[src/design/wwdt_map.svh]
// register map, field positions, reset values and timing counts of the windowed watchdog
`ifndef WWDT_MAP_SVH
`define WWDT_MAP_SVH

// ----------------------------------------------------------------------------
// register offsets
// ----------------------------------------------------------------------------
`define WWDT_ADDR_CTRL 8'h00
`define WWDT_ADDR_STAT 8'h01

// ----------------------------------------------------------------------------
// field positions
// ----------------------------------------------------------------------------
`define WWDT_WIN_HI 7
`define WWDT_WIN_LO 4
`define WWDT_PER_HI 3
`define WWDT_PER_LO 0
`define WWDT_LOCK_BIT 7
`define WWDT_BUSY_BIT 0

// ----------------------------------------------------------------------------
// reset values and codes
// ----------------------------------------------------------------------------
`define WWDT_CTRL_RST 8'h00
`define WWDT_STAT_RST 8'h00
`define WWDT_CODE_OFF 4'h0
`define WWDT_CODE_MIN 4'h1
`define WWDT_CODE_MAX 4'hB

// ----------------------------------------------------------------------------
// timing
// ----------------------------------------------------------------------------
`define WWDT_SLOW_HZ 1024
`define WWDT_CNT_W 14
`define WWDT_BASE_CYC 14'h0008
`define WWDT_CNT_ZERO 14'h0000
`define WWDT_CNT_ONE 14'h0001
`define WWDT_SYNC_TICKS 2'h3
`define WWDT_SYNC_ZERO 2'h0
`define WWDT_SYNC_ONE 2'h1

`endif

[src/design/wwdt_pkg.sv]
// types shared by the windowed watchdog modules
`include "wwdt_map.svh"

package wwdt_pkg;

  // ----------------------------------------------------------------------------
  // watchdog sequencer states, gray coded along off-open-closed-halt
  // ----------------------------------------------------------------------------
  typedef enum logic [1:0] {
    WWDT_OFF    = 2'h0,
    WWDT_OPEN   = 2'h1,
    WWDT_CLOSED = 2'h3,
    WWDT_HALT   = 2'h2
  } wwdt_state_e;

  // ----------------------------------------------------------------------------
  // state of the slow clock edge detector
  // ----------------------------------------------------------------------------
  typedef struct packed {
    logic s1;
    logic s2;
    logic s3;
  } wwdt_tick_s;

  // ----------------------------------------------------------------------------
  // state of the watchdog core
  // ----------------------------------------------------------------------------
  typedef struct packed {
    logic [7:0] ctrl;
    logic [7:0] act;
    logic lock;
    logic sync_busy;
    logic [1:0] sync_cnt;
    logic clr_busy;
    logic [1:0] clr_cnt;
    wwdt_state_e fsm;
    logic [`WWDT_CNT_W-1:0] cnt;
    logic rst_req;
    logic [7:0] rdata;
    logic loaded;
    logic boot_seen;
  } wwdt_core_s;

endpackage

[src/design/wwdt_tick.sv]
// slow oscillator synchroniser and rising edge detector
`timescale 1ns/1ps

module wwdt_tick (
  input wire logic clock,           // system clock
  input wire logic reset,           // async reset, active high
  input wire logic slow_osc_clock,  // slow watchdog oscillator
  output logic tick                 // one cycle per slow rising edge
);

  wwdt_pkg::wwdt_tick_s st_q;
  wwdt_pkg::wwdt_tick_s st_d;

  // two flop synchroniser, then a delay stage for the edge compare
  always_comb begin
    st_d = st_q;
    st_d.s1 = slow_osc_clock;
    st_d.s2 = st_q.s1;
    st_d.s3 = st_q.s2;
  end

  // state register
  always_ff @(posedge clock or posedge reset) begin
    if (reset) begin
      st_q <= '0;
    end else begin
      st_q <= st_d;
    end
  end

  // edge seen only on synchronised copies
  assign tick = st_q.s2 & ~st_q.s3;

endmodule

[src/design/wwdt_core.sv]
// windowed watchdog core with guarded configuration and clear synchroniser
//
// Added by the designer: the address-and-strobe port.
`timescale 1ns/1ps
`include "wwdt_map.svh"

module wwdt_core (
  input wire logic clock,               // system clock, 100 MHz
  input wire logic reset,               // async reset, active high
  input wire logic slow_osc_clock,      // slow watchdog oscillator
  input wire logic [7:0] addr,          // register address
  input wire logic [7:0] wr_data,       // register write data
  input wire logic wr_en,               // write strobe
  input wire logic rd_en,               // read strobe
  output logic [7:0] rd_data,           // read data, cycle after rd_en
  input wire logic guard_open,          // change_guard unlocked with io_key
  input wire logic [7:0] boot_config_fuse, // fuse value of control_a
  input wire logic boot_done,           // boot code finished, level
  input wire logic watchdog_clear_instr, // clear instruction, pulse
  input wire logic debug_halt,          // processor halted in debug
  output logic sys_reset_req            // system reset request, sticky
);

  // ----------------------------------------------------------------------------
  // helpers
  // ----------------------------------------------------------------------------

  // slow cycle count selected by a 4-bit code, reserved codes act as the longest
  function automatic logic [`WWDT_CNT_W-1:0] code_cycles(input logic [3:0] code);
    logic [3:0] c;
    c = code;
    if (c > `WWDT_CODE_MAX) begin
      c = `WWDT_CODE_MAX;
    end
    if (c == `WWDT_CODE_OFF) begin
      code_cycles = `WWDT_CNT_ZERO;
    end else begin
      code_cycles = `WWDT_BASE_CYC << (c - `WWDT_CODE_MIN);
    end
  endfunction

  wwdt_pkg::wwdt_core_s st_q;
  wwdt_pkg::wwdt_core_s st_d;
  logic tick;
  logic clr_go;
  logic sync_done;
  logic ctrl_wr_ok;
  logic stat_wr;
  logic [3:0] per_code;
  logic [3:0] win_code;
  logic [`WWDT_CNT_W-1:0] lim_open;
  logic [`WWDT_CNT_W-1:0] lim_closed;

  // ----------------------------------------------------------------------------
  // slow clock edges
  // ----------------------------------------------------------------------------

  // counter advances on slow clock edges; no sleep gating here
  wwdt_tick u_tick (
    .clock(clock),
    .reset(reset),
    .slow_osc_clock(slow_osc_clock),
    .tick(tick)
  );

  // ----------------------------------------------------------------------------
  // decode of active settings and events
  // ----------------------------------------------------------------------------

  // active fields as seen by the slow side
  assign per_code = st_q.act[`WWDT_PER_HI:`WWDT_PER_LO];
  assign win_code = st_q.act[`WWDT_WIN_HI:`WWDT_WIN_LO];
  assign lim_open = code_cycles(per_code);
  assign lim_closed = code_cycles(win_code);

  // end of clear and control synchronisation
  assign clr_go = st_q.clr_busy && tick && (st_q.clr_cnt == `WWDT_SYNC_TICKS - `WWDT_SYNC_ONE);
  assign sync_done = st_q.sync_busy && tick &&
    (st_q.sync_cnt == `WWDT_SYNC_TICKS - `WWDT_SYNC_ONE);

  // guarded, unfrozen control write; status write with key
  assign ctrl_wr_ok = wr_en && (addr == `WWDT_ADDR_CTRL) && guard_open && !st_q.lock &&
    st_q.loaded;
  assign stat_wr = wr_en && (addr == `WWDT_ADDR_STAT) && guard_open;

  // ----------------------------------------------------------------------------
  // next state
  // ----------------------------------------------------------------------------

  // register file, synchronisers and window sequencer
  always_comb begin
    st_d = st_q;

    // read data stands for one cycle only
    st_d.rdata = 8'h00;
    if (rd_en && addr == `WWDT_ADDR_CTRL) begin
      st_d.rdata = st_q.ctrl;
    end else if (rd_en && addr == `WWDT_ADDR_STAT) begin
      st_d.rdata = `WWDT_STAT_RST;
      st_d.rdata[`WWDT_LOCK_BIT] = st_q.lock;
      st_d.rdata[`WWDT_BUSY_BIT] = st_q.sync_busy;
    end

    // first cycle after reset takes the fuse value
    if (!st_q.loaded) begin
      st_d.ctrl = boot_config_fuse;
      st_d.act = boot_config_fuse;
      st_d.loaded = 1'b1;
    end

    // control transfer into the slow side
    if (st_q.sync_busy && tick) begin
      st_d.sync_cnt = st_q.sync_cnt + `WWDT_SYNC_ONE;
    end
    if (sync_done) begin
      st_d.act = st_q.ctrl;
      st_d.sync_busy = 1'b0;
    end

    // accepted write restarts transfer; unguarded or frozen writes drop
    if (ctrl_wr_ok) begin
      st_d.ctrl = wr_data;
      st_d.sync_busy = 1'b1;
      st_d.sync_cnt = `WWDT_SYNC_ZERO;
    end

    // freeze bit: set by one, cleared only while halted
    if (stat_wr && wr_data[`WWDT_LOCK_BIT]) begin
      st_d.lock = 1'b1;
    end else if (stat_wr && debug_halt) begin
      st_d.lock = 1'b0;
    end

    // once boot code is done, a running watchdog freezes its setup; set beats a debug clear
    if (st_q.loaded && !st_q.boot_seen && boot_done) begin
      st_d.boot_seen = 1'b1;
      if (st_q.ctrl[`WWDT_PER_HI:`WWDT_PER_LO] != `WWDT_CODE_OFF) begin
        st_d.lock = 1'b1;
      end
    end

    // clear synchroniser; clears during it are dropped
    if (st_q.clr_busy && tick) begin
      st_d.clr_cnt = st_q.clr_cnt + `WWDT_SYNC_ONE;
    end
    if (clr_go) begin
      st_d.clr_busy = 1'b0;
    end
    if (watchdog_clear_instr && !st_q.clr_busy && !debug_halt) begin
      st_d.clr_busy = 1'b1;
      st_d.clr_cnt = `WWDT_SYNC_ZERO;
    end

    // window sequencer
    case (st_q.fsm)
      wwdt_pkg::WWDT_OFF: begin
        st_d.cnt = `WWDT_CNT_ZERO;
        if (per_code != `WWDT_CODE_OFF) begin
          st_d.fsm = wwdt_pkg::WWDT_OPEN;
        end
      end
      wwdt_pkg::WWDT_OPEN: begin
        if (per_code == `WWDT_CODE_OFF) begin
          st_d.fsm = wwdt_pkg::WWDT_OFF;
          st_d.cnt = `WWDT_CNT_ZERO;
        end else if (clr_go) begin
          st_d.cnt = `WWDT_CNT_ZERO;
          if (win_code != `WWDT_CODE_OFF) begin
            st_d.fsm = wwdt_pkg::WWDT_CLOSED;
          end
        end else if (tick) begin
          if (st_q.cnt == lim_open - `WWDT_CNT_ONE) begin
            st_d.rst_req = 1'b1;
          end else begin
            st_d.cnt = st_q.cnt + `WWDT_CNT_ONE;
          end
        end
      end
      wwdt_pkg::WWDT_CLOSED: begin
        if (per_code == `WWDT_CODE_OFF) begin
          st_d.fsm = wwdt_pkg::WWDT_OFF;
          st_d.cnt = `WWDT_CNT_ZERO;
        end else if (clr_go) begin
          st_d.rst_req = 1'b1;
        end else if (win_code == `WWDT_CODE_OFF) begin
          st_d.fsm = wwdt_pkg::WWDT_OPEN;
          st_d.cnt = `WWDT_CNT_ZERO;
        end else if (tick) begin
          if (st_q.cnt == lim_closed - `WWDT_CNT_ONE) begin
            st_d.fsm = wwdt_pkg::WWDT_OPEN;
            st_d.cnt = `WWDT_CNT_ZERO;
          end else begin
            st_d.cnt = st_q.cnt + `WWDT_CNT_ONE;
          end
        end
      end
      wwdt_pkg::WWDT_HALT: begin
        st_d.cnt = `WWDT_CNT_ZERO;
        if (!debug_halt) begin
          // resume runs an open period; closed waits for a clear
          st_d.fsm = (per_code != `WWDT_CODE_OFF) ? wwdt_pkg::WWDT_OPEN :
            wwdt_pkg::WWDT_OFF;
        end
      end
      default: begin
        st_d.fsm = wwdt_pkg::WWDT_OFF;
        st_d.cnt = `WWDT_CNT_ZERO;
      end
    endcase

    // window mode newly enabled: wait for the first clear in an open period
    if (sync_done && win_code == `WWDT_CODE_OFF &&
        st_q.ctrl[`WWDT_WIN_HI:`WWDT_WIN_LO] != `WWDT_CODE_OFF &&
        st_d.fsm != wwdt_pkg::WWDT_OFF && !debug_halt) begin
      st_d.fsm = wwdt_pkg::WWDT_OPEN;
      st_d.cnt = `WWDT_CNT_ZERO;
    end

    // debug halt stops the watchdog and clears its counter
    if (debug_halt) begin
      st_d.fsm = wwdt_pkg::WWDT_HALT;
      st_d.cnt = `WWDT_CNT_ZERO;
      st_d.clr_busy = 1'b0;
    end
  end

  // ----------------------------------------------------------------------------
  // state register
  // ----------------------------------------------------------------------------

  // all state is constant under reset; fuse value loads after release
  always_ff @(posedge clock or posedge reset) begin
    if (reset) begin
      st_q <= '0;
    end else begin
      st_q <= st_d;
    end
  end

  // outputs straight from flops
  assign rd_data = st_q.rdata;
  assign sys_reset_req = st_q.rst_req;
endmodule

[config.mk]
export PLATFORM = sky130hd
export DESIGN_NAME = wwdt_core
export DESIGN_NICKNAME = d
export VERILOG_FILES = /design/src/design/wwdt_pkg.sv /design/src/design/wwdt_tick.sv /design/src/design/wwdt_core.sv
export VERILOG_INCLUDE_DIRS = /design/src /design/src/design
export SDC_FILE = /design/constraint.sdc
export NUM_CORES = 1
export LEC_CHECK = 0
export BUFFER_PORTS_ARGS = -buffer_cell sky130_fd_sc_hd__buf_2
export CORE_ASPECT_RATIO = 0.7
export CORE_MARGIN = 2
export CORE_UTILIZATION = 25
export CTS_BUF_LIST = sky130_fd_sc_hd__clkbuf_4 sky130_fd_sc_hd__clkbuf_8 sky130_fd_sc_hd__clkbuf_16
export CTS_CLUSTER_SIZE = 20
export DETAILED_ROUTE_END_ITERATION = 16
export MAX_ROUTING_LAYER = met4
export PLACE_DENSITY_LB_ADDON = 0.12
export RECOVER_POWER = 50
export SKIP_CTS_REPAIR_TIMING = 1
export SLEW_MARGIN = 30
export SYNTH_ARGS = -nofsm -noshare
export SYNTH_HDL_FRONTEND = slang
export SYNTH_HIERARCHICAL = 1
export SYNTH_SLANG_ARGS = --single-unit
[constraint.sdc]
create_clock -name clock -period 8.2 [get_ports clock]
set_input_delay 0.82 -clock clock [delete_from_list [all_inputs] [get_ports clock]]
set_output_delay 0.82 -clock clock [all_outputs]
set_load 0.02 [all_outputs]
==> results by group, run 1 <==
Outcome
  • Outcome: complete, but fails checks
  • Failing checks: capacitance limit, slew limit

Pwr
  • Power density cells: 190 nW/um2
  • Static power due to leakage: 1.64 nW
  • IR drop worst, VDD: 0.0000914 V

Worst hold path
  • Startpoint of the most critical hold path: u_tick/st_d[1]$_DFF_PP0_
  • Path category of the worst min-delay check: reg2reg
  • Cells on Worst Hold Path: 0

Timing
  • Final-layout setup total negative slack: 0 ns
  • Fin. Hold Viols: 0
  • Max-slew violations: 51
  • Max Clock Freq: 0.275 GHz
  • Worst Clk Skew: 0.00839 ns
  • Slew at the pin closest to its max-slew limit: 2.92 ns
  • Worst slew margin: -0.950
  • Final critical-path setup slack: 4.57 ns
  • Tmin final: 3.63 ns
  • Crit share post-route: 0.443
  • Final setup violation count: 0
  • RSZ-0062 raised after global routing: false

Setup path
  • CP Depth: 10
  • Cell at the slowest stage of the critical path: sky130_fd_sc_hd__dfrtp_1
  • Worst Path Class, Setup: reg2reg
  • CP dominant cell by count: sky130_fd_sc_hd__o21ai_0
  • Delay contributed by the slowest stage of the critical path: 0.63 ns
  • Critical Path Sink Type: flip-flop
  • Cells along the critical path: nand2b_1, or3_1, ha_1, nor4_1, o21ai_0, a221o_1, and4bb_1, nor2_4, nand2_1, o21ai_0
  • Launching point of the worst reg2reg path: st_q[41]$_DFFE_PP0P_
  • Critical path startpoint: st_q[41]$_DFFE_PP0P_
  • Largest fanout of any net on the critical path: 22
  • Family with the most delay on the worst path: simple AND/OR/NAND/NOR gates
  • Depth of the worst register-to-register path: 10
  • Combined buffer and inverter count along the critical path: 0
  • Worst Path Arrival: 3.81 ns
  • Kind of launch point of the worst setup path: flip-flop
  • WP data required: 8.38 ns

Synthesis
  • Post-synthesis register bit count: 53
  • Leading register cell type out of synthesis: sky130_fd_sc_hd__dfrtp_1
  • Dominant cell type by area after synthesis: sky130_fd_sc_hd__dfrtp_1
  • Sequential share of the synthesized area: 0.361
  • Number of distinct library cell variants in the gate-level netlist after synthesis: 68
  • Syn Std Cell Area: 3670 um2
  • Synthesized area divided by synthesized cell count: 8.68 um2
  • Most area-consuming cells after synthesis: sky130_fd_sc_hd__dfrtp_1 (36%), sky130_fd_sc_hd__mux2i_1 (5.7%), sky130_fd_sc_hd__a21oi_1 (4.6%)
  • Nets in the synthesized netlist: 461
  • Area share of the largest cell type after synthesis: 0.361
  • Warning count from the yosys run: 6
  • Proportion of register bits with asynchronous set or reset after synthesis: 1.00
  • EDFF count, synth: 0
  • Cell count after synthesis: 423

Place
  • GP Congestion: 0.793
  • Final HPWL DP: 7330 um
  • Pre-CTS worst setup slack: 4.62 ns
  • Number of instances in the placed design: 622
  • Count of input and output buffers: 41

Floorplan
  • Die outline area: 15,700 um2
  • Die Y-Extent: 105 um
  • Count of boundary I/O pins: 42
  • Overall die width: 149 um
  • Core Region: 14,500 um2
  • Number of core rows: 37
  • Effective utilization at floorplan: 0.253

Clocking
  • Maximum clock insertion buffer count: 2
  • CTS tree: built
  • H-tree level count: 2
  • Clock transition at the register clock pins on the worst setup and hold paths after CTS: 0.08 ns
  • Clk_lat worst skew: 0.30 ns
  • Root Buffer Master: sky130_fd_sc_hd__clkbuf_16
  • Cts bufs inserted: 5
  • CTS sink count: 53

GRT
  • Via count of the first global-routing pass: 3,033
  • Overall global routing resource usage: 0.139
  • Pin count of the biggest net entering global routing: 51
  • Antenna violations before repair: 0
  • First-pass GRT wire length: 16,700 um
  • Residual overflow from global routing: 0

Finish
  • Diodes inserted: 0
  • Share of post-route cells with drive strength above 1: 0.152
  • Non-Filler Instances: 630
  • Layout area overhead: 10.1%
  • Most common library cell in the layout ignoring fill and taps: sky130_fd_sc_hd__dfrtp_1
  • Final-stage net count: 472
  • Most used cells in the layout excluding fill and tap cells: sky130_fd_sc_hd__dfrtp_1 (53), sky130_fd_sc_hd__buf_2 (39), sky130_fd_sc_hd__nand2_1 (37)

Route
  • Total Wirelength: 10,100 um
  • DR pass1 iterations: 4
  • DRC: 0
  • Vias: 3,112
  • Initial drt markers: 131
  • Routed via count divided by cell count: 4.94
  • Number of routed nets with antenna violations: 0
  • Routed length per instance: 16.1 um

Flow run
  • # Max-Cap Violations: 1
==> layer usage <==
metal	global-route usage	vias to the layer above	wire, um
met5	-	-	0
met4	0.0313	0	99
met2	0.188	48	4080
li1	-	1539	-
met3	0.0212	10	441
met1	0.215	1515	5490
==> cell type report <==
type	instances	area (um2)
clock buffers	6	139
multi-input cells	317	2050
inverters	13	48.8
fillers	1596	10500
repair buffers	44	218
flip-flops and latches	53	1330
clock inverters	2	17.5
well taps	195	244
==> final timing paths <==
check | to | slack [ns]
setup / recovery | st_q[12]$_DFFE_PP0P_ | 4.57
max in group asynchronous | st_q[24]$_DFFE_PP0P_ | 4.93
min in group asynchronous | u_tick/st_q[0]$_DFF_PP0_ | 0.37
hold / removal | u_tick/st_d[0]$_DFF_PP0_ | 0.35
setup reg to reg | st_q[12]$_DFFE_PP0P_ | 4.57
hold reg to reg | u_tick/st_d[0]$_DFF_PP0_ | 0.35
==> state kept, by name, indices dropped and copies added (netlist names) <==
| register | cells |
|---|---|
| st_q | 37 |
| rd_data | 8 |
| per_code | 4 |
| u_tick/st_d | 2 |
| sys_reset_req | 1 |
| u_tick/st_q | 1 |
==> synthesized netlist by cell type, types with 7 or more instances <==
library cell               count
sky130_fd_sc_hd__a21oi_1      34
sky130_fd_sc_hd__and3_1       13
sky130_fd_sc_hd__buf_2        10
sky130_fd_sc_hd__buf_4        12
sky130_fd_sc_hd__buf_6         7
sky130_fd_sc_hd__clkbuf_1      9
sky130_fd_sc_hd__dfrtp_1      53
sky130_fd_sc_hd__inv_1        12
sky130_fd_sc_hd__mux2i_1      21
sky130_fd_sc_hd__nand2_1      37
sky130_fd_sc_hd__nand3_1      14
sky130_fd_sc_hd__nor2_1       25
sky130_fd_sc_hd__nor2b_1       7
sky130_fd_sc_hd__nor3_1       20
sky130_fd_sc_hd__nor4_1        8
sky130_fd_sc_hd__o21ai_0      31
sky130_fd_sc_hd__xnor2_1       9
==> per-stage QoR <==
stage	util	area [um2]	hold WS [ns]	power, W
2_1_floorplan	-	3670	0.331	0.000504
3_3_place_gp	0.268	3890	0.339	0.000539
3_5_place_dp	0.268	3890	0.338	0.000543
4_1_cts	0.279	4050	0.357	0.000777
5_1_grt	0.278	4040	0.372	0.000821
6_report	0.278	4040	0.352	0.000767
==> kinds of logic (layout without fill, tap and decap cells) <==
group	after synthesis	in the layout	synth area share
AO/OA/AOI/OAI	105	105	0.183
XOR/XNOR	15	15	0.0358
adder cells (fa/ha/maj)	6	6	0.0198
buffers and inverters	53	65	0.0842
flip-flops	53	53	0.361
multiplexers	22	22	0.0603
other	1	1	0.00102
AND/OR/NAND/NOR	168	168	0.255
==> power by group <==
part | total (W) | internal, W | switching [W]
combinational | 0.000194 | 0.0000890 | 0.000105
sequential | 0.000343 | 0.000286 | 0.0000567
clock | 0.000230 | 0.000124 | 0.000106
Note: power is estimated with default switching activity, not from simulation.
==> run 2: changes to the inputs <==
Settings changed: ABC_AREA set to 1.
Clock period 8.2 ns to 3.77 ns, I/O delays scaled along.
==> run 2 against run 1 <==
Against the previous run:
- the flow still finishes with violations (capacitance limit, slew limit)
- global-route usage is 1.5 points higher
- worst setup slack worse by 3.6 ns
- sequential share of layout area is 1.2 points lower
- synthesized cell count is 31% higher
- core utilization is 0.93 points higher
- register-to-register slack worse by 3.6 ns
- clock-buffer cell count is 1 lower
- power is 140% higher
- flip-flop and latch count stayed put
- via count is 14% higher
- critical endpoint is now per_code[3]$_DFFE_PP0P_
- largest power group unchanged
==> results by group, run 2 <==
Finish
  • Diodes inserted: 0 (unchanged)
  • Non-Filler Cell Area, Final: 4190 um2 (was 4040 um2)
  • Non-Filler Instances: 781 (was 630)
  • Flip-flop count of the largest register after layout: 37 (unchanged)
  • Most used cells in the layout excluding fill and tap cells: sky130_fd_sc_hd__nand2_1 (181), sky130_fd_sc_hd__inv_1 (74), sky130_fd_sc_hd__nand3_1 (53), sky130_fd_sc_hd__nor2_1 (53), sky130_fd_sc_hd__dfrtp_1 (53) (was sky130_fd_sc_hd__dfrtp_1 (53), sky130_fd_sc_hd__buf_2 (39), sky130_fd_sc_hd__nand2_1 (37))
  • Largest Register: st_q (unchanged)
  • Share of post-route cells with drive strength above 1: 0.121 (was 0.152)
  • Layout area overhead: 13.2% (was 10.1%)
  • Total of fill cells in the finished design: 1,635 (was 1,596)
  • Area of combinational cells with multiple inputs: 1940 um2 (was 2050 um2)
  • Most common library cell in the layout ignoring fill and taps: sky130_fd_sc_hd__nand2_1 (was sky130_fd_sc_hd__dfrtp_1)
  • Final-stage net count: 624 (was 472)
  • Register cell area after layout: 1330 um2 (unchanged)

Synthesis
  • Count leader, synth: sky130_fd_sc_hd__nand2_1 (was sky130_fd_sc_hd__dfrtp_1)
  • Warning count from the yosys run: 6 (unchanged)
  • Synthesized area divided by synthesized cell count: 6.69 um2 (was 8.68 um2)
  • Syn Std Cell Area: 3700 um2 (was 3670 um2)
  • Proportion of register bits with asynchronous set or reset after synthesis: 1.00 (unchanged)
  • Dominant cell type by area after synthesis: sky130_fd_sc_hd__dfrtp_1 (unchanged)
  • Most frequent cells after synthesis: sky130_fd_sc_hd__nand2_1 (181), sky130_fd_sc_hd__inv_1 (74), sky130_fd_sc_hd__dfrtp_1 (53), sky130_fd_sc_hd__nand3_1 (53), sky130_fd_sc_hd__nor2_1 (51) (was sky130_fd_sc_hd__dfrtp_1 (53), sky130_fd_sc_hd__nand2_1 (37), sky130_fd_sc_hd__a21oi_1 (34))
  • Post-synthesis register bit count: 53 (unchanged)
  • Most area-consuming cells after synthesis: sky130_fd_sc_hd__dfrtp_1 (36%), sky130_fd_sc_hd__nand2_1 (18%), sky130_fd_sc_hd__inv_1 (7.5%) (was sky130_fd_sc_hd__dfrtp_1 (36%), sky130_fd_sc_hd__mux2i_1 (5.7%), sky130_fd_sc_hd__a21oi_1 (4.6%))
  • Number of distinct library cell variants in the gate-level netlist after synthesis: 36 (was 68)
  • Leading register cell type out of synthesis: sky130_fd_sc_hd__dfrtp_1 (unchanged)
  • Sequential share of the synthesized area: 0.358 (was 0.361)
  • Area share of the largest cell type after synthesis: 0.358 (was 0.361)
  • EDFF count, synth: 0 (unchanged)
  • Nets in the synthesized netlist: 591 (was 461)
  • Cell count after synthesis: 553 (was 423)

Setup path
  • Largest fanout of any net on the critical path: 30 (was 22)
  • Kind of launch point of the worst setup path: input port (was flip-flop)
  • CP dominant cell by count: sky130_fd_sc_hd__clkbuf_1 (was sky130_fd_sc_hd__o21ai_0)
  • Worst Path Arrival: 2.91 ns (was 3.81 ns)
  • Critical Path Sink Type: async pin (was flip-flop)
  • WP data required: 3.88 ns (was 8.38 ns)
  • Worst reg2reg endpoint: st_q[16]$_DFFE_PP0P_ (was st_q[12]$_DFFE_PP0P_)
  • Slack of the worst reg-to-reg path: 0.97 ns (was 4.57 ns)
  • Cell at the slowest stage of the critical path: sky130_fd_sc_hd__clkbuf_1 (was sky130_fd_sc_hd__dfrtp_1)
  • Launching point of the worst reg2reg path: st_q[38]$_DFFE_PP0P_ (was st_q[41]$_DFFE_PP0P_)
  • Delay contributed by the slowest stage of the critical path: 1.27 ns (was 0.63 ns)
  • Depth of the worst register-to-register path: 20 (was 10)
  • Cells along the critical path: dlygate4sd3_1, clkbuf_1, inv_1, clkbuf_1 (was nand2b_1, or3_1, ha_1, nor4_1, o21ai_0, a221o_1, and4bb_1, nor2_4, nand2_1, o21ai_0)
  • Worst Path Class, Setup: in2async (was reg2reg)

Clocking
  • Clk_lat worst skew: 0.30 ns (about the same)
  • CTS tree: built (unchanged)
  • H-tree level count: 2 (unchanged)
  • Maximum clock insertion buffer count: 2 (unchanged)
  • Root Buffer Master: sky130_fd_sc_hd__clkbuf_16 (unchanged)
  • CTS sink count: 53 (unchanged)
  • Cts bufs inserted: 5 (unchanged)
  • Clock transition at the register clock pins on the worst setup and hold paths after CTS: 0.07 ns (was 0.08 ns)

Timing
  • Worst slew margin: -0.112 (was -0.950)
  • Crit share post-route: 0.745
  • Final setup violation count: 0 (unchanged)
  • Final-layout setup total negative slack: 0 ns (unchanged)
  • Hold WS: 0.176 ns (was 0.352 ns)
  • Slew at the pin closest to its max-slew limit: 1.67 ns (was 2.92 ns)
  • Fin. Hold Viols: 0 (unchanged)
  • Tmin final: 2.81 ns
  • RSZ-0062 raised after global routing: false (unchanged)
  • Max Clock Freq: 0.356 GHz
  • Worst Clk Skew: 0.00986 ns (was 0.00839 ns)
  • Max-slew violations: 31 (was 51)

Pwr
  • Power density cells: 443 nW/um2 (was 190 nW/um2)
  • IR drop worst, VDD: 0.000178 V (was 0.0000914 V)
  • Static power due to leakage: 2.22 nW (was 1.64 nW)
  • Total power: 0.00185 W (was 0.000767 W)

GRT
  • Overall global routing resource usage: 0.154 (was 0.139)
  • Via count of the first global-routing pass: 3,632 (was 3,033)
  • Antenna violations before repair: 0 (unchanged)
  • Pin count of the biggest net entering global routing: 31 (was 51)
  • First-pass GRT wire length: 18,400 um (was 16,700 um)
  • Residual overflow from global routing: 0 (unchanged)

Outcome
  • Failing checks: capacitance limit, slew limit (unchanged)
  • Outcome: complete, but fails checks (unchanged)

Route
  • Routed length per instance: 13.8 um (was 16.1 um)
  • DRC: 0 (unchanged)
  • Routed via count divided by cell count: 4.56 (was 4.94)
  • Number of routed nets with antenna violations: 0 (unchanged)
  • DR pass1 iterations: 4 (unchanged)
  • Vias: 3,561 (was 3,112)
  • Initial drt markers: 167 (was 131)
  • Total Wirelength: 10,800 um (was 10,100 um)

Floorplan
  • Core Region: 14,600 um2 (was 14,500 um2)
  • Effective utilization at floorplan: 0.254 (was 0.253)
  • Number of core rows: 37 (unchanged)
  • Count of boundary I/O pins: 42 (unchanged)
  • Die outline area: 15,800 um2 (was 15,700 um2)
  • Overall die width: 149 um (about the same)
  • Die Y-Extent: 106 um (was 105 um)

Place
  • GP Congestion: 0.834 (was 0.793)
  • Number of instances in the placed design: 773 (was 622)
  • Final HPWL DP: 8440 um (was 7330 um)
  • Placed Instance Area: 4040 um2 (was 3890 um2)
  • Count of input and output buffers: 41 (unchanged)

Worst hold path
  • Cells on Worst Hold Path: 1 (was 0)
  • Startpoint of the most critical hold path: slow_osc_clock (was u_tick/st_d[1]$_DFF_PP0_)
  • Path category of the worst min-delay check: in2reg (was reg2reg)
  • Hold Crit Endpoint: u_tick/st_d[1]$_DFF_PP0_ (was u_tick/st_d[0]$_DFF_PP0_)

Flow run
  • # Max-Cap Violations: 1 (unchanged)
[run 2: cell types whose count changed in the layout (fill, tap and decap cells not counted), moves of 12 or more]
cell                      previous run  this run
sky130_fd_sc_hd__nor2_1             25        53
sky130_fd_sc_hd__nor3_1             19         6
sky130_fd_sc_hd__and3_1             13         1
sky130_fd_sc_hd__inv_1              11        74
sky130_fd_sc_hd__mux2i_1            21         0
sky130_fd_sc_hd__nand3_1            14        53
sky130_fd_sc_hd__a21oi_1            34         9
sky130_fd_sc_hd__nand2_1            37       181
[run 2: cell type report]
type | instances | area share
Multi-Input combinational cell | 402 | 0.463
Sequential cell | 53 | 0.317
Inverter | 80 | 0.0717
Tap cell | 195 | 0.0582
Timing Repair Buffer | 44 | 0.0511
Clock buffer | 5 | 0.0299
Clock inverter | 2 | 0.00926
[run 2: where the power goes]
part | switching, W | internal, W
clock | 0.000230 | 0.000313
sequential | 0.0000878 | 0.000640
combinational | 0.000386 | 0.000198
[run 2: kinds of logic after synthesis]
family | Yosys count | synth area share
fa+ha+maj | 5 | 0.0169
buf+inv | 98 | 0.116
flops | 53 | 0.358
other cells | 1 | 0.00101
xor+xnor | 7 | 0.0166
simple gates | 335 | 0.399
compound gates | 54 | 0.0923
[run 2: worst max-delay path by stage]
stage | startpoint | end | slack, ns | cells after the start
detailed placement | st_q[38]$_DFFE_PP0P_ | st_q[16]$_DFFE_PP0P_ | 0.99 | 18
floorplan | st_q[41]$_DFFE_PP0P_ | st_q[22]$_DFFE_PP0P_ | 1.49 | 18
global placement | st_q[38]$_DFFE_PP0P_ | st_q[16]$_DFFE_PP0P_ | 0.94 | 20
CTS | st_q[38]$_DFFE_PP0P_ | st_q[16]$_DFFE_PP0P_ | 0.97 | 20
finish | reset | per_code[3]$_DFFE_PP0P_ | 0.96 | 4
global route | reset | per_code[3]$_DFFE_PP0P_ | 0.40 | 4
[run 2: worst max-delay path: cells and delay by family]
kind	cells	cell delay (ns)
buffers and inverters	4	2.52
[run 2: metrics by stage]
stage,worst slack (ns),util
floorplan,1.49,-
global placement,0.944,0.277
detailed placement,0.990,0.277
CTS,0.970,0.288
global route,0.401,0.287
finish,0.961,0.287
[run 2: layer usage]
metal / share of wire / global-route usage / routed length (um)
met5: 0 / - / 0
met4: 0.0065 / 0.0408 / 70
met3: 0.051 / 0.0234 / 551
met2: 0.40 / 0.215 / 4290
met1: 0.54 / 0.229 / 5890
==> run 3: changes to the inputs <==
Clock period 3.77 ns to 2.3 ns, I/O delays scaled along.
==> run 3 against run 2 <==
Against the previous run:
- the flow finishes with violations (setup timing)
- register-to-register slack worse by 1.1 ns
- sequential power up 61%
- clock power up 61%
- core utilization up 5.5 points
- clock skew down 0.0016 ns
- clock-buffer cell count unchanged
- sequential share of layout area down 5.1 points
- combinational power up 140%
- largest cell class unchanged
==> results by group, run 3 (same netlist as run 2, synthesis figures left out) <==
Finish
  • Share of post-route cells with drive strength above 1: 0.287 (was 0.121)
  • Final-stage net count: 687 (was 624)
  • Non-Filler Instances: 844 (was 781)
  • Most used cells in the layout excluding fill and tap cells: sky130_fd_sc_hd__nand2_1 (153), sky130_fd_sc_hd__inv_1 (71), sky130_fd_sc_hd__buf_4 (54) (was sky130_fd_sc_hd__nand2_1 (181), sky130_fd_sc_hd__inv_1 (74), sky130_fd_sc_hd__nand3_1 (53), sky130_fd_sc_hd__nor2_1 (53), sky130_fd_sc_hd__dfrtp_1 (53))
  • Most common library cell in the layout ignoring fill and taps: sky130_fd_sc_hd__nand2_1 (unchanged)
  • Diodes inserted: 0 (unchanged)
  • Layout area overhead: 35.0% (was 13.2%)
  • Flip-flop count of the largest register after layout: 37 (unchanged)
  • Largest Register: st_q (unchanged)

Setup path
  • Cell at the slowest stage of the critical path: sky130_fd_sc_hd__dfrtp_1 (was sky130_fd_sc_hd__clkbuf_1)
  • Worst Path Arrival: 2.62 ns (was 2.91 ns)
  • Kind of launch point of the worst setup path: flip-flop (was input port)
  • Cells along the critical path: nor2_2, nand3_2, ha_4, buf_6, buf_4, nand2_4, nand2_2, nand2_2, a21oi_2, nand2_1, nor2_2, nand3_2, nand2_2, buf_6, a21oi_4, clkbuf_16, nand2_1, nand2_1, nor2_1 (was dlygate4sd3_1, clkbuf_1, inv_1, clkbuf_1)
  • Delay contributed by the slowest stage of the critical path: 0.43 ns (was 1.27 ns)
  • Slack of the worst reg-to-reg path: -0.14 ns (was 0.97 ns)
  • Largest fanout of any net on the critical path: 7 (was 30)
  • Critical path startpoint: per_code[3]$_DFFE_PP0P_ (was reset)
  • Depth of the worst register-to-register path: 19 (was 20)
  • Critical Path Sink Type: flip-flop (was async pin)
  • Launching point of the worst reg2reg path: per_code[3]$_DFFE_PP0P_ (was st_q[38]$_DFFE_PP0P_)
  • Worst Path Class, Setup: reg2reg (was in2async)
  • WP data required: 2.49 ns (was 3.88 ns)
  • Worst reg2reg endpoint: st_q[13]$_DFFE_PP0P_ (was st_q[16]$_DFFE_PP0P_)
  • Endpoint of the most critical setup path: st_q[13]$_DFFE_PP0P_ (was per_code[3]$_DFFE_PP0P_)

Worst hold path
  • Path category of the worst min-delay check: in2reg (unchanged)

Route
  • Vias: 3,842 (was 3,561)
  • DR pass1 iterations: 4 (unchanged)
  • Number of routed nets with antenna violations: 0 (unchanged)
  • Total Wirelength: 11,800 um (was 10,800 um)
  • Initial drt markers: 212 (was 167)
  • DRC: 0 (unchanged)
  • Routed length per instance: 14.0 um (was 13.8 um)
  • Routed via count divided by cell count: 4.55 (was 4.56)

GRT
  • Pin count of the biggest net entering global routing: 51 (was 31)
  • Antenna violations before repair: 0 (unchanged)
  • Routing usage on met1: 0.238 (was 0.229)
  • Met3 routing resource usage after global routing: 0.0247 (was 0.0234)
  • Busiest grt layer: met1 (unchanged)
  • Via count of the first global-routing pass: 3,785 (was 3,632)
  • Overall global routing resource usage: 0.159 (was 0.154)
  • First-pass GRT wire length: 19,100 um (was 18,400 um)
  • Grt met2 use: 0.225 (was 0.215)
  • Residual overflow from global routing: 0 (unchanged)

Clocking
  • Cts bufs inserted: 5 (unchanged)
  • H-tree level count: 2 (unchanged)
  • Clock transition at the register clock pins on the worst setup and hold paths after CTS: 0.08 ns (was 0.07 ns)
  • CTS tree: built (unchanged)
  • Root Buffer Master: sky130_fd_sc_hd__clkbuf_16 (unchanged)
  • CTS sink count: 53 (unchanged)
  • Clk_lat worst skew: 0.29 ns (was 0.30 ns)
  • Maximum clock insertion buffer count: 2 (unchanged)

Floorplan
  • Overall die width: 149 um (unchanged)
  • Number of core rows: 37 (unchanged)
  • Core Region: 14,600 um2 (unchanged)
  • Die Y-Extent: 106 um (unchanged)
  • Count of boundary I/O pins: 42 (unchanged)
  • Die outline area: 15,800 um2 (unchanged)
  • Effective utilization at floorplan: 0.254 (unchanged)

Place
  • GP Congestion: 0.851 (was 0.834)
  • Count of input and output buffers: 41 (unchanged)
  • Final HPWL DP: 8760 um (was 8440 um)
  • Number of instances in the placed design: 824 (was 773)

Pwr
  • Power density cells: 688 nW/um2 (was 443 nW/um2)
  • Static power due to leakage: 2.59 nW (was 2.22 nW)
  • Total power: 0.00344 W (was 0.00185 W)
  • IR drop worst, VDD: 0.000330 V (was 0.000178 V)

Timing
  • Worst Clk Skew: 0.00829 ns (was 0.00986 ns)
  • Crit share post-route: 1.06
  • Slew at the pin closest to its max-slew limit: 1.34 ns (was 1.67 ns)
  • Fin. Hold Viols: 0 (unchanged)
  • Final setup violation count: 15 (was 0)
  • RSZ-0062 raised after global routing: true (was false)
  • Worst slew margin: 0.106 (was -0.112)
  • Max Clock Freq: 0.410 GHz
  • Max-slew violations: 0 (was 31)
  • Final critical-path setup slack: -0.137 ns (was 0.961 ns)
  • Tmin final: 2.44 ns

Outcome
  • Outcome: complete, but fails checks (unchanged)
  • Failing checks: setup timing (was capacitance limit, slew limit)

Flow run
  • # Max-Cap Violations: 0 (was 1)
run 3: cell types whose count changed in the layout (fill, tap and decap cells not counted), moves of 5 or more:
| cell | before | now |
|---|---|---|
| sky130_fd_sc_hd__buf_4 | 1 | 54 |
| sky130_fd_sc_hd__nor2_1 | 53 | 48 |
| sky130_fd_sc_hd__nand2_4 | 0 | 7 |
| sky130_fd_sc_hd__nand3_2 | 2 | 11 |
| sky130_fd_sc_hd__nand3_1 | 53 | 41 |
| sky130_fd_sc_hd__nand2_2 | 8 | 29 |
| sky130_fd_sc_hd__buf_6 | 0 | 5 |
| sky130_fd_sc_hd__nand2_1 | 181 | 153 |
run 3: worst min-delay path by stage:
stage | from | endpoint | slack (ns) | cells past startpoint
detailed placement | reset | u_tick/st_d[0]$_DFF_PP0_ | 0.12 | 2
floorplan | reset | u_tick/st_d[0]$_DFF_PP0_ | -0.02 | 1
global placement | reset | u_tick/st_d[1]$_DFF_PP0_ | 0.11 | 2
global route | slow_osc_clock | u_tick/st_d[1]$_DFF_PP0_ | 0.03 | 1
finish | slow_osc_clock | u_tick/st_d[1]$_DFF_PP0_ | 0.04 | 1
CTS | reset | u_tick/st_d[1]$_DFF_PP0_ | -0.20 | 2
run 3: layer usage:
metal	vias to the layer above	wire, um
li1	1951	-
met1	1808	6240
met2	77	4930
met3	6	584
met4	0	76
met5	-	0
run 3: final cells by class:
type / count / area (um2)
clock buffers: 5 / 125
clock inverters: 2 / 38.8
fillers: 1572 / 9590
inverters: 80 / 308
multi-input cells: 402 / 2190
flip-flops and latches: 53 / 1330
well taps: 195 / 244
repair buffers: 107 / 763
run 3: where the power goes:
part	leakage (nW)	total (W)	internal, W	switching (W)
sequential	0.671	0.00117	0.00105	0.000123
combinational	1.84	0.00139	0.000591	0.000802
clock	0.0803	0.000872	0.000513	0.000359
total	2.59	0.00344	0.00215	0.00128
run 3: metrics by stage:
step	utilization	setup WS, ns	instance area [um2]	TNS, ns	hold WS (ns)
finish	0.343	-0.137	5000	-1.61	0.0410
detailed placement	0.305	-0.140	4450	-1.70	0.118
CTS	0.316	-0.156	4610	-1.95	-0.199
global placement	0.305	-0.110	4450	-1.29	0.110
floorplan	-	0.0164	3700	0	-0.0164
global route	0.343	-0.311	5000	-4.28	0.0311
run 3: critical path: cells and delay by family, from the launching register on:
family / cells / cell delay, ns
AND/OR/NAND/NOR: 12 / 0.88
adder cells (fa/ha/maj): 1 / 0.19
flip-flops: 1 / 0.43
AO/OA/AOI/OAI: 2 / 0.27
buffers and inverters: 4 / 0.57
